**config.mk**
```make
export PLATFORM = sky130hd
export DESIGN_NAME = split_autoreload_timer
export DESIGN_NICKNAME = d
export VERILOG_FILES = /design/src/rtl/split_timer_pkg.sv /design/src/rtl/tick_select.sv /design/src/rtl/split_autoreload_timer.sv
export SDC_FILE = /design/constraint.sdc
export NUM_CORES = 1
export LEC_CHECK = 0
export BUFFER_PORTS_ARGS = -buffer_cell sky130_fd_sc_hd__buf_4
export CAP_MARGIN = 40
export CORE_MARGIN = 2
export CORE_UTILIZATION = 41
export DETAILED_ROUTE_END_ITERATION = 8
export PLACE_DENSITY = 0.58
export SETUP_SLACK_MARGIN = 0.2
export SLEW_MARGIN = 20
export SYNTH_ARGS = -nofsm -noshare
export SYNTH_HDL_FRONTEND = slang
export SYNTH_HIERARCHICAL = 1
export SYNTH_SLANG_ARGS = --single-unit
```
**constraint.sdc**
```tcl
create_clock -name ref_clk_i -period 3.5 [get_ports ref_clk_i]
set_clock_uncertainty 0.15 [all_clocks]
set_input_delay 0.175 -clock ref_clk_i [delete_from_list [all_inputs] [get_ports ref_clk_i]]
set_output_delay 0.175 -clock ref_clk_i [all_outputs]
set_load 0.02 [all_outputs]
```
**src/rtl/split_timer_pkg.sv**
```systemverilog
`default_nettype none
package split_timer_pkg;
   // Register addresses on the special function register bus
   localparam logic [7:0] ADDR_CONTROL = 8'h91;
   localparam logic [7:0] ADDR_RELOAD_LOW = 8'h92;
   localparam logic [7:0] ADDR_RELOAD_HIGH = 8'h93;
   localparam logic [7:0] ADDR_COUNT_LOW = 8'h94;
   localparam logic [7:0] ADDR_COUNT_HIGH = 8'h95;
   // Control field positions
   localparam int BIT_HIGH_FLAG = 7;
   localparam int BIT_LOW_FLAG = 6;
   localparam int BIT_LOW_IRQ_EN = 5;
   localparam int BIT_CAPTURE_EN = 4;
   localparam int BIT_SPLIT = 3;
   localparam int BIT_RUN = 2;
   localparam int BIT_UNUSED = 1;
   localparam int BIT_EXT_SEL = 0;
   // Reset values and constants
   localparam logic [7:0] RESET_BYTE = 8'h00;
   localparam logic [7:0] BYTE_ONES = 8'hFF;
   localparam logic [7:0] CONTROL_WRITE_MASK = 8'hFD;
   // Dividers
   localparam int SYS_DIV = 12;
   localparam int EXT_DIV = 8;
   localparam logic [3:0] SYS_DIV_LAST = 4'(SYS_DIV - 1);
   localparam logic [2:0] EXT_DIV_LAST = 3'(EXT_DIV - 1);
endpackage : split_timer_pkg
`default_nettype wire

```
**src/rtl/tick_select.sv**
```systemverilog
`timescale 1ns/10ps
`default_nettype none
// Picks one counting tick for one byte from the three sources
module tick_select
(
   // Selects
   input wire logic sys_sel_i,
   input wire logic ext_sel_i,
   // Sources, all on the system clock
   input wire logic div12_tick_i,
   input wire logic ext_tick_i,
   // Result
   output logic tick_o
);
   // System clock wins, else divided source
   always_comb
   begin
      if (sys_sel_i)
      begin
         tick_o = 1'b1;
      end
      else
      begin
         tick_o = ext_sel_i ? ext_tick_i : div12_tick_i;
      end
   end
endmodule : tick_select
`default_nettype wire

```
**src/rtl/split_autoreload_timer.sv**
```systemverilog
// Overview of operation
// Unsplit: 16-bit count, on FFFF wrap load reload pair, set high flag.
// Control bit 3 chooses one 16-bit or two 8-bit reload timers.
// Split: each byte reloads from its own reload byte on its overflow.
// Run bit 2 gates timer; in split mode only high byte, low runs.
// Clock select one gives system clock, else external bit picks /12 or /8.
// External divided-by-8 tick is synchronised to system clock before use.
// High flag bit 7 on high wrap; low flag bit 6 on any low wrap.
// With interrupt enable set, high flag setting raises interrupt request.
// Low-byte enable bit 5 also makes low overflow raise the interrupt.
// Flags never clear by hardware; software writes zero to clear.
// Handler checks both flags to find the interrupt source.
// Capture bit 4: on oscillator rising edge copy count into reload pair.
// Control bit 1 reads zero and ignores writes.
// Count registers hold halves of 16-bit count or the two 8-bit values.
// Counters add one per tick; register writes take effect at once.
`timescale 1ns/10ps
`default_nettype none
module split_autoreload_timer
(
   // Clock and reset
   input wire logic ref_clk_i,
   input wire logic rst_i,
   // Special function register bus
   input wire logic [7:0] sfr_addr_i,
   input wire logic [7:0] sfr_wdata_i,
   input wire logic sfr_wr_i,
   output logic [7:0] sfr_rdata_o,
   // Clock control bits held outside
   input wire logic high_byte_clock_select_i,
   input wire logic low_byte_clock_select_i,
   // Asynchronous sources
   input wire logic ext_osc_i,
   input wire logic lfo_i,
   // Interrupts
   input wire logic extended_interrupt_enable_i,
   output logic irq_o
);
   logic [7:0] control_r, control_nxt;
   logic [7:0] reload_low_r, reload_low_nxt;
   logic [7:0] reload_high_r, reload_high_nxt;
   logic [7:0] count_low_r, count_low_nxt;
   logic [7:0] count_high_r, count_high_nxt;
   logic [3:0] div12_r, div12_nxt;
   logic [2:0] ext_div_r, ext_div_nxt;
   logic ext_meta_r, ext_sync_r, ext_prev_r;
   logic lfo_meta_r, lfo_sync_r, lfo_prev_r;
   logic irq_r, irq_nxt;
   logic div12_tick, ext_tick, lfo_rise;
   logic low_tick, high_tick;
   logic split_mode, run_control, low_run, high_run;
   logic low_wrap, high_wrap;
   logic wr_ctrl, wr_rll, wr_rlh, wr_cl, wr_ch;

   assign split_mode = control_r[split_timer_pkg::BIT_SPLIT];
   assign run_control = control_r[split_timer_pkg::BIT_RUN];

   // Two-stage synchronisers; first stage is read only by the second
   always_ff @(posedge ref_clk_i)
   begin
      if (rst_i)
      begin
         ext_meta_r <= 1'b0;
         ext_sync_r <= 1'b0;
         ext_prev_r <= 1'b0;
         lfo_meta_r <= 1'b0;
         lfo_sync_r <= 1'b0;
         lfo_prev_r <= 1'b0;
      end
      else
      begin
         ext_meta_r <= ext_osc_i;
         ext_sync_r <= ext_meta_r;
         ext_prev_r <= ext_sync_r;
         lfo_meta_r <= lfo_i;
         lfo_sync_r <= lfo_meta_r;
         lfo_prev_r <= lfo_sync_r;
      end
   end

   // oscillator edge detect
   assign lfo_rise = lfo_sync_r & ~lfo_prev_r;

   // Dividers: /12 of system clock, /8 of synchronised oscillator edges
   always_comb
   begin
      div12_tick = (div12_r == split_timer_pkg::SYS_DIV_LAST);
      div12_nxt = div12_tick ? 4'h0 : div12_r + 4'h1;
      // divider counts synchronised edges only
      ext_tick = 1'b0;
      ext_div_nxt = ext_div_r;
      if (ext_sync_r & ~ext_prev_r)
      begin
         ext_tick = (ext_div_r == split_timer_pkg::EXT_DIV_LAST);
         ext_div_nxt = ext_div_r + 3'h1;
      end
   end

   always_ff @(posedge ref_clk_i)
   begin
      if (rst_i)
      begin
         div12_r <= 4'h0;
         ext_div_r <= 3'h0;
      end
      else
      begin
         div12_r <= div12_nxt;
         ext_div_r <= ext_div_nxt;
      end
   end

   // per-byte source selection
   tick_select u_low_sel
   (
      .sys_sel_i(low_byte_clock_select_i),
      .ext_sel_i(control_r[split_timer_pkg::BIT_EXT_SEL]),
      .div12_tick_i(div12_tick),
      .ext_tick_i(ext_tick),
      .tick_o(low_tick)
   );

   // In 16-bit mode the whole counter follows the low byte source
   tick_select u_high_sel
   (
      .sys_sel_i(split_mode ? high_byte_clock_select_i : low_byte_clock_select_i),
      .ext_sel_i(control_r[split_timer_pkg::BIT_EXT_SEL]),
      .div12_tick_i(div12_tick),
      .ext_tick_i(ext_tick),
      .tick_o(high_tick)
   );

   // Address decode
   assign wr_ctrl = sfr_wr_i && (sfr_addr_i == split_timer_pkg::ADDR_CONTROL);
   assign wr_rll = sfr_wr_i && (sfr_addr_i == split_timer_pkg::ADDR_RELOAD_LOW);
   assign wr_rlh = sfr_wr_i && (sfr_addr_i == split_timer_pkg::ADDR_RELOAD_HIGH);
   assign wr_cl = sfr_wr_i && (sfr_addr_i == split_timer_pkg::ADDR_COUNT_LOW);
   assign wr_ch = sfr_wr_i && (sfr_addr_i == split_timer_pkg::ADDR_COUNT_HIGH);

   // Counting, reload, capture, flags and interrupt
   always_comb
   begin
      control_nxt = control_r;
      reload_low_nxt = reload_low_r;
      reload_high_nxt = reload_high_r;
      count_low_nxt = count_low_r;
      count_high_nxt = count_high_r;
      // run gating differs by mode
      low_run = split_mode ? 1'b1 : run_control;
      high_run = run_control;
      // mode selects wrap conditions
      low_wrap = low_run && low_tick && (count_low_r == split_timer_pkg::BYTE_ONES);
      if (split_mode)
      begin
         high_wrap = high_run && high_tick && (count_high_r == split_timer_pkg::BYTE_ONES);
      end
      else
      begin
         high_wrap = low_wrap && (count_high_r == split_timer_pkg::BYTE_ONES);
      end
      // increment by one per tick
      if (low_run && low_tick)
      begin
         count_low_nxt = count_low_r + 8'h01;
      end
      if (split_mode ? (high_run && high_tick) : low_wrap)
      begin
         count_high_nxt = count_high_r + 8'h01;
      end
      // split reloads per byte
      if (split_mode)
      begin
         if (low_wrap)
         begin
            count_low_nxt = reload_low_r;
         end
         if (high_wrap)
         begin
            count_high_nxt = reload_high_r;
         end
      end
      // full 16-bit reload
      else if (high_wrap)
      begin
         count_low_nxt = reload_low_r;
         count_high_nxt = reload_high_r;
      end
      // software writes win over counting
      if (wr_cl)
      begin
         count_low_nxt = sfr_wdata_i;
      end
      if (wr_ch)
      begin
         count_high_nxt = sfr_wdata_i;
      end
      if (wr_rll)
      begin
         reload_low_nxt = sfr_wdata_i;
      end
      if (wr_rlh)
      begin
         reload_high_nxt = sfr_wdata_i;
      end
      // capture overrides a reload write in the same cycle
      if (control_r[split_timer_pkg::BIT_CAPTURE_EN] && lfo_rise)
      begin
         reload_low_nxt = count_low_r;
         reload_high_nxt = count_high_r;
      end
      // unused bit stays zero
      if (wr_ctrl)
      begin
         control_nxt = sfr_wdata_i & split_timer_pkg::CONTROL_WRITE_MASK;
      end
      // hardware only sets flags, and a set beats a clearing write
      // flag setting
      if (high_wrap)
      begin
         control_nxt[split_timer_pkg::BIT_HIGH_FLAG] = 1'b1;
      end
      if (low_wrap)
      begin
         control_nxt[split_timer_pkg::BIT_LOW_FLAG] = 1'b1;
      end
      // request is a level from enabled pending flags
      irq_nxt = extended_interrupt_enable_i &&
         (control_nxt[split_timer_pkg::BIT_HIGH_FLAG] ||
         (control_nxt[split_timer_pkg::BIT_LOW_FLAG] &&
         control_nxt[split_timer_pkg::BIT_LOW_IRQ_EN]));
      // capture also requests
      if (extended_interrupt_enable_i && control_r[split_timer_pkg::BIT_CAPTURE_EN] && lfo_rise)
      begin
         irq_nxt = 1'b1;
      end
   end

   always_ff @(posedge ref_clk_i)
   begin
      if (rst_i)
      begin
         control_r <= split_timer_pkg::RESET_BYTE;
         reload_low_r <= split_timer_pkg::RESET_BYTE;
         reload_high_r <= split_timer_pkg::RESET_BYTE;
         count_low_r <= split_timer_pkg::RESET_BYTE;
         count_high_r <= split_timer_pkg::RESET_BYTE;
         irq_r <= 1'b0;
      end
      else
      begin
         control_r <= control_nxt;
         reload_low_r <= reload_low_nxt;
         reload_high_r <= reload_high_nxt;
         count_low_r <= count_low_nxt;
         count_high_r <= count_high_nxt;
         irq_r <= irq_nxt;
      end
   end

   assign irq_o = irq_r;

   // read mux; unmapped addresses read zero
   always_comb
   begin
      unique case (sfr_addr_i)
         split_timer_pkg::ADDR_CONTROL: sfr_rdata_o = control_r;
         split_timer_pkg::ADDR_RELOAD_LOW: sfr_rdata_o = reload_low_r;
         split_timer_pkg::ADDR_RELOAD_HIGH: sfr_rdata_o = reload_high_r;
         split_timer_pkg::ADDR_COUNT_LOW: sfr_rdata_o = count_low_r;
         split_timer_pkg::ADDR_COUNT_HIGH: sfr_rdata_o = count_high_r;
         default: sfr_rdata_o = 8'h00;
      endcase
   end

   // Assertions
   // R01 16-bit wrap reloads and flags
   a_full_reload: assert property (@(posedge ref_clk_i) disable iff (rst_i)
      (!split_mode && high_wrap && !wr_cl && !wr_ch) |=>
      (count_low_r == $past(reload_low_r) && count_high_r == $past(reload_high_r)
      && control_r[split_timer_pkg::BIT_HIGH_FLAG]))
      else $error("16-bit reload wrong");
   // split low reload
   a_split_low: assert property (@(posedge ref_clk_i) disable iff (rst_i)
      (split_mode && low_wrap && !wr_cl) |=> count_low_r == $past(reload_low_r))
      else $error("split low reload wrong");
   // stopped high byte holds
   a_high_stop: assert property (@(posedge ref_clk_i) disable iff (rst_i)
      (!run_control && !wr_ch) |=> $stable(count_high_r))
      else $error("high byte moved while stopped");
   // low byte free-runs in split mode on system clock
   a_low_free: assert property (@(posedge ref_clk_i) disable iff (rst_i)
      (split_mode && low_byte_clock_select_i && !wr_cl
      && count_low_r != split_timer_pkg::BYTE_ONES)
      |=> count_low_r == $past(count_low_r) + 8'h01)
      else $error("low byte not running");
   // low flag set on low wrap
   a_low_flag: assert property (@(posedge ref_clk_i) disable iff (rst_i)
      low_wrap |=> control_r[split_timer_pkg::BIT_LOW_FLAG])
      else $error("low flag missed");
   // high flag never clears without a write
   a_flag_sticky: assert property (@(posedge ref_clk_i) disable iff (rst_i)
      (control_r[split_timer_pkg::BIT_HIGH_FLAG] && !wr_ctrl)
      |=> control_r[split_timer_pkg::BIT_HIGH_FLAG])
      else $error("high flag cleared by hardware");
   // interrupt follows high flag
   a_irq_high: assert property (@(posedge ref_clk_i) disable iff (rst_i)
      (control_r[split_timer_pkg::BIT_HIGH_FLAG] && $past(extended_interrupt_enable_i))
      |-> irq_o)
      else $error("interrupt missing");
   // no low interrupt without enable
   a_irq_low_gate: assert property (@(posedge ref_clk_i) disable iff (rst_i)
      (!control_r[split_timer_pkg::BIT_HIGH_FLAG]
      && !control_r[split_timer_pkg::BIT_LOW_IRQ_EN] && !$past(lfo_rise)) |-> !irq_o)
      else $error("spurious interrupt");
   // unused bit reads zero
   a_unused_zero: assert property (@(posedge ref_clk_i) disable iff (rst_i)
      !control_r[split_timer_pkg::BIT_UNUSED])
      else $error("unused bit set");
   // capture copies count
   a_capture: assert property (@(posedge ref_clk_i) disable iff (rst_i)
      (control_r[split_timer_pkg::BIT_CAPTURE_EN] && lfo_rise)
      |=> (reload_low_r == $past(count_low_r) && reload_high_r == $past(count_high_r)))
      else $error("capture failed");
endmodule : split_autoreload_timer
`default_nettype wire

```
==> results.rst <==
.. list-table::
   :header-rows: 1

   * - Metric
     - Value
   * - Grt ovf
     - 0
   * - Area of the mapped netlist
     - 3030 µm²
   * - Number of top-level pins
     - 33
   * - Violations in the final reports
     - hold timing
   * - Maximum Capacitance Violations
     - 0
   * - Final antenna diode count
     - 0
   * - Element type at the critical path end
     - flip-flop
   * - Power density cells
     - 326 nW/µm²
   * - Outcome
     - finished, violations left
   * - Nets@finish
     - 397
   * - Synth Warn #
     - 6
   * - Overall power
     - 1130 µW
   * - Final Hold Slack
     - -3.96 ps
   * - Antenna violation net count after detailed routing
     - 0
   * - Maximum clock path buffer count
     - 2
   * - Share of power burned in the clock network
     - 38.9%
   * - Switching part of the total
     - 22.5%
   * - Timing-limited maximum frequency
     - 0.356 GHz
   * - Post-synthesis area per instance
     - 8.82 µm²
   * - Vias
     - 2,731
   * - Vias in the first global route
     - 2,595
   * - Synthesis-stage register bit count
     - 53
   * - Synth top area share
     - 35.0%
   * - Number of enable flip-flop cells after synthesis
     - 0
   * - Synthesis-to-finish area growth
     - 14.5%
   * - Die Area
     - 8100 µm²
   * - Top cells by area in the synthesized netlist
     - sky130_fd_sc_hd__dfxtp_1 (35%), sky130_fd_sc_hd__mux2i_1 (11%), sky130_fd_sc_hd__a21oi_1 (4.8%)
   * - Cell taking the most area after synthesis
     - sky130_fd_sc_hd__dfxtp_1
   * - Area of the core
     - 7210 µm²
   * - Total length of routed wires
     - 8300 µm
   * - Layout cells sized above 1
     - 16.0%
   * - PnR worst setup slack
     - 691 ps
   * - Number of distinct library cell variants in the gate-level netlist after synthesis
     - 56
   * - Cell-internal power
     - 879 µW
   * - Share of total power in combinational logic
     - 6.9%
   * - Total CTS buffers
     - 5
   * - Source-to-sink clock delay at the later pin of the worst-skew pair
     - 310 ps
   * - Reported net switching power
     - 255 µW
   * - Main flop type after synthesis
     - sky130_fd_sc_hd__dfxtp_1
   * - Portion of the post-synthesis area used by sequential elements
     - 35.0%
   * - Placed Area
     - 3330 µm²
   * - Post-route non-filler standard cell count
     - 468
   * - Number of placement rows
     - 31
   * - Number of cells produced by synthesis
     - 344
   * - Library cell used as clock root buffer
     - sky130_fd_sc_hd__clkbuf_8
   * - Worst Path Required
     - 3540 ps
   * - CTS tree
     - yes
   * - Routed vias/inst
     - 5.84
   * - Maximum vdd ir drop
     - 0.162 mV
   * - Post-placement cell count
     - 457
   * - Max stage delay on crit path
     - 420 ps
   * - IO Port Bufs
     - 32
   * - Final standard cell area without fillers
     - 3470 µm²
   * - Router iterations before antenna repair
     - 7
   * - Pin count of the biggest net entering global routing
     - 34
   * - Classification of the worst-slack hold path
     - input port to flip-flop
   * - Post-synthesis async set-or-reset flop share
     - 0%
   * - Period utilization
     - 80.2%
   * - Arrival time worst endpoint
     - 2850 ps
   * - Die width
     - 90.0 µm
   * - Worst-Margin Slew
     - 798 ps
   * - DRC errors left
     - 0
   * - Crit Path Max Fanout
     - 8
   * - Syn_nets
     - 373
   * - Post-CTS setup buffer count
     - 0
   * - Initial antenna violation count
     - 0
   * - Number of filler cells placed in the layout
     - 721
   * - Starting density of the core
     - 42.1%
   * - Cell chain of the critical path
     - ha_1, nand2_1, nor2_1, nor2b_1, a211o_1, o211a_1, a41oi_4, or3_4, a2111oi_4, a2111oi_2
   * - Power share of the sequential group
     - 54.2%
   * - Largest delay contributor family on the critical path
     - compound AO/OA/AOI/OAI gates
   * - Htree depth
     - 2
   * - WL/cell
     - 17.7 µm
   * - Max transition margin
     - 46.4%
   * - Shortest clock period the worst path allows after layout
     - 2810 ps
   * - Endpoints failing hold
     - 1
   * - DPL Wire Length
     - 5820 µm
   * - Number of DRC markers in iteration 0
     - 231
   * - Number of setup violations in the final report
     - 0
   * - DP Worst Slack
     - 739 ps
   * - Clock sinks
     - 53
   * - CTS clock-pin slew for the worst setup and hold paths
     - 100 ps
   * - Total buffers and inverters traversed by the critical path
     - 0
   * - GP Congestion
     - 0.902
   * - Slowest stage cell on the critical path
     - sky130_fd_sc_hd__or3_4
   * - Total negative setup slack
     - 0 ps
   * - Standby leakage power
     - 0.00141 µW
   * - Fin. max-slew vios
     - 0
   * - Die height
     - 90.0 µm
   * - Classification of the worst setup path
     - flip-flop to flip-flop
   * - Launching element type of the critical path
     - flip-flop
   * - RSZ-0062 raised after global routing
     - no
   * - Total routing usage reported by global routing
     - 20.4%
   * - Global-route wire length before repair
     - 13,400 µm
power groups by stage:
stage                     clock, µW  combinational (µW)  sequential [µW]
after floorplan                   0                38.5              627
after global placement            0                75.4              628
after detailed placement          0                76.1              628
after CTS                       451                78.9              614
after global routing            470                86.1              616
final                           441                78.6              614
per-stage QoR:
step	utilization [%]	hold slack, ps
after floorplan	-	153
after global placement	46.1	242
after detailed placement	46.1	253
after CTS	48.2	2.87
after global routing	48.2	11.1
final	48.2	-3.96
area by class of cell:
| type | instances | area (µm²) | area share [%] |
|---|---|---|---|
| Clock buffer | 7 | 86.3 | 2.48 |
| Clock inverter | 1 | 30.0 | 0.864 |
| Inverter | 7 | 26.3 | 0.756 |
| Multi-Input combinational cell | 262 | 1850 | 53.2 |
| Sequential cell | 53 | 1060 | 30.5 |
| Tap cell | 99 | 124 | 3.57 |
| Timing Repair Buffer | 39 | 300 | 8.64 |
cell usage after synthesis (2+ instances only):
library cell               instances
sky130_fd_sc_hd__a211o_1           5
sky130_fd_sc_hd__a21o_1            2
sky130_fd_sc_hd__a21oi_1          29
sky130_fd_sc_hd__a222oi_1          7
sky130_fd_sc_hd__a22oi_1           8
sky130_fd_sc_hd__a311oi_1          3
sky130_fd_sc_hd__a31oi_1           4
sky130_fd_sc_hd__and2_1            4
sky130_fd_sc_hd__and3_1            3
sky130_fd_sc_hd__and4_1            3
sky130_fd_sc_hd__buf_1             4
sky130_fd_sc_hd__buf_2             8
sky130_fd_sc_hd__clkbuf_1          9
sky130_fd_sc_hd__dfxtp_1          53
sky130_fd_sc_hd__ha_1              5
sky130_fd_sc_hd__inv_1             6
sky130_fd_sc_hd__mux2_2            2
sky130_fd_sc_hd__mux2i_1          32
sky130_fd_sc_hd__nand2_1          26
sky130_fd_sc_hd__nand2_2           2
sky130_fd_sc_hd__nand2b_1          2
sky130_fd_sc_hd__nand3_1          12
sky130_fd_sc_hd__nand3b_1          4
sky130_fd_sc_hd__nand4_1           5
sky130_fd_sc_hd__nor2_1           26
sky130_fd_sc_hd__nor2b_1           9
sky130_fd_sc_hd__nor3_1            5
sky130_fd_sc_hd__nor3b_1           2
sky130_fd_sc_hd__nor4_2            2
sky130_fd_sc_hd__nor4_4            2
sky130_fd_sc_hd__nor4b_1           2
sky130_fd_sc_hd__o211a_1           2
sky130_fd_sc_hd__o21ai_0          20
sky130_fd_sc_hd__o22ai_1           7
sky130_fd_sc_hd__xnor2_1           8
final timing paths:
check | startpoint | end | slack (ps) | cells after the start
worst max-delay path | div12_r[0] | count_high_r[4] | 690 | 10
worst min-delay path | sfr_wdata_i[4] | control_r[4] | -4 | 3
worst max register to register | div12_r[0] | count_high_r[4] | 690 | 10
worst min register to register | ext_meta_r | ext_sync_r | 300 | 1
registers in the layout, summed over array words and instances (netlist names):
name	count
control_r	7
count_high_r	8
count_low_r	8
div12_r	4
ext_div_r	3
ext_meta_r	1
ext_prev_r	1
ext_sync_r	1
irq_o	1
lfo_meta_r	1
lfo_prev_r	1
lfo_sync_r	1
reload_high_r	8
reload_low_r	8
logic make-up (layout without fill, tap and decap cells):
logic type                 count (synthesis)  after routing  share of synthesized area, %
AOI/OAI and AO/OA                         99             99                          23.0
xor gates and xnor gates                   8              8                          2.31
adders and majority gates                  5              5                          2.06
buffers and inverters                     29             54                          4.16
DFF                                       53             53                          35.0
muxes                                     34             34                          11.3
and+or+nand+nor                          116            116                          22.2
worst reg2reg max path, delay by kind of cell, from the launching register on:
kind,cells,cell delay (ps)
AO/OA/AOI/OAI,5,1100
AND/OR/NAND/NOR,4,840
flip-flops,1,370
adder cells (fa/ha/maj),1,220
layer usage:
metal	vias to the layer above	global-route usage, %	wire length, µm
met4	0	5.13	112
li1	1337	-	-
met3	12	3.19	429
met2	92	34.3	3790
met5	-	0	0
met1	1290	27.3	3960
cells in the final DEF, fill, tap and decap left out, drive strengths merged, types with 7 or more instances in the layout:
| cell type | Yosys | layout |
|---|---|---|
| clkbuf | 9 | 7 |
| mux2i | 32 | 32 |
| a22oi | 8 | 8 |
| nand3 | 13 | 13 |
| a222oi | 7 | 7 |
| o22ai | 7 | 7 |
| a21oi | 30 | 30 |
| o21ai | 20 | 20 |
| dfxtp | 53 | 53 |
| nor2b | 9 | 9 |
| nand2 | 28 | 28 |
| inv | 7 | 7 |
| nor2 | 26 | 26 |
| buf | 13 | 36 |
| xnor2 | 8 | 8 |
what timing repair did:
item,CTS,global route
endpoints found under the hold margin,3,0
hold buffers,3,0
resized for setup,0,0
Power figures use the tool's default switching activity.
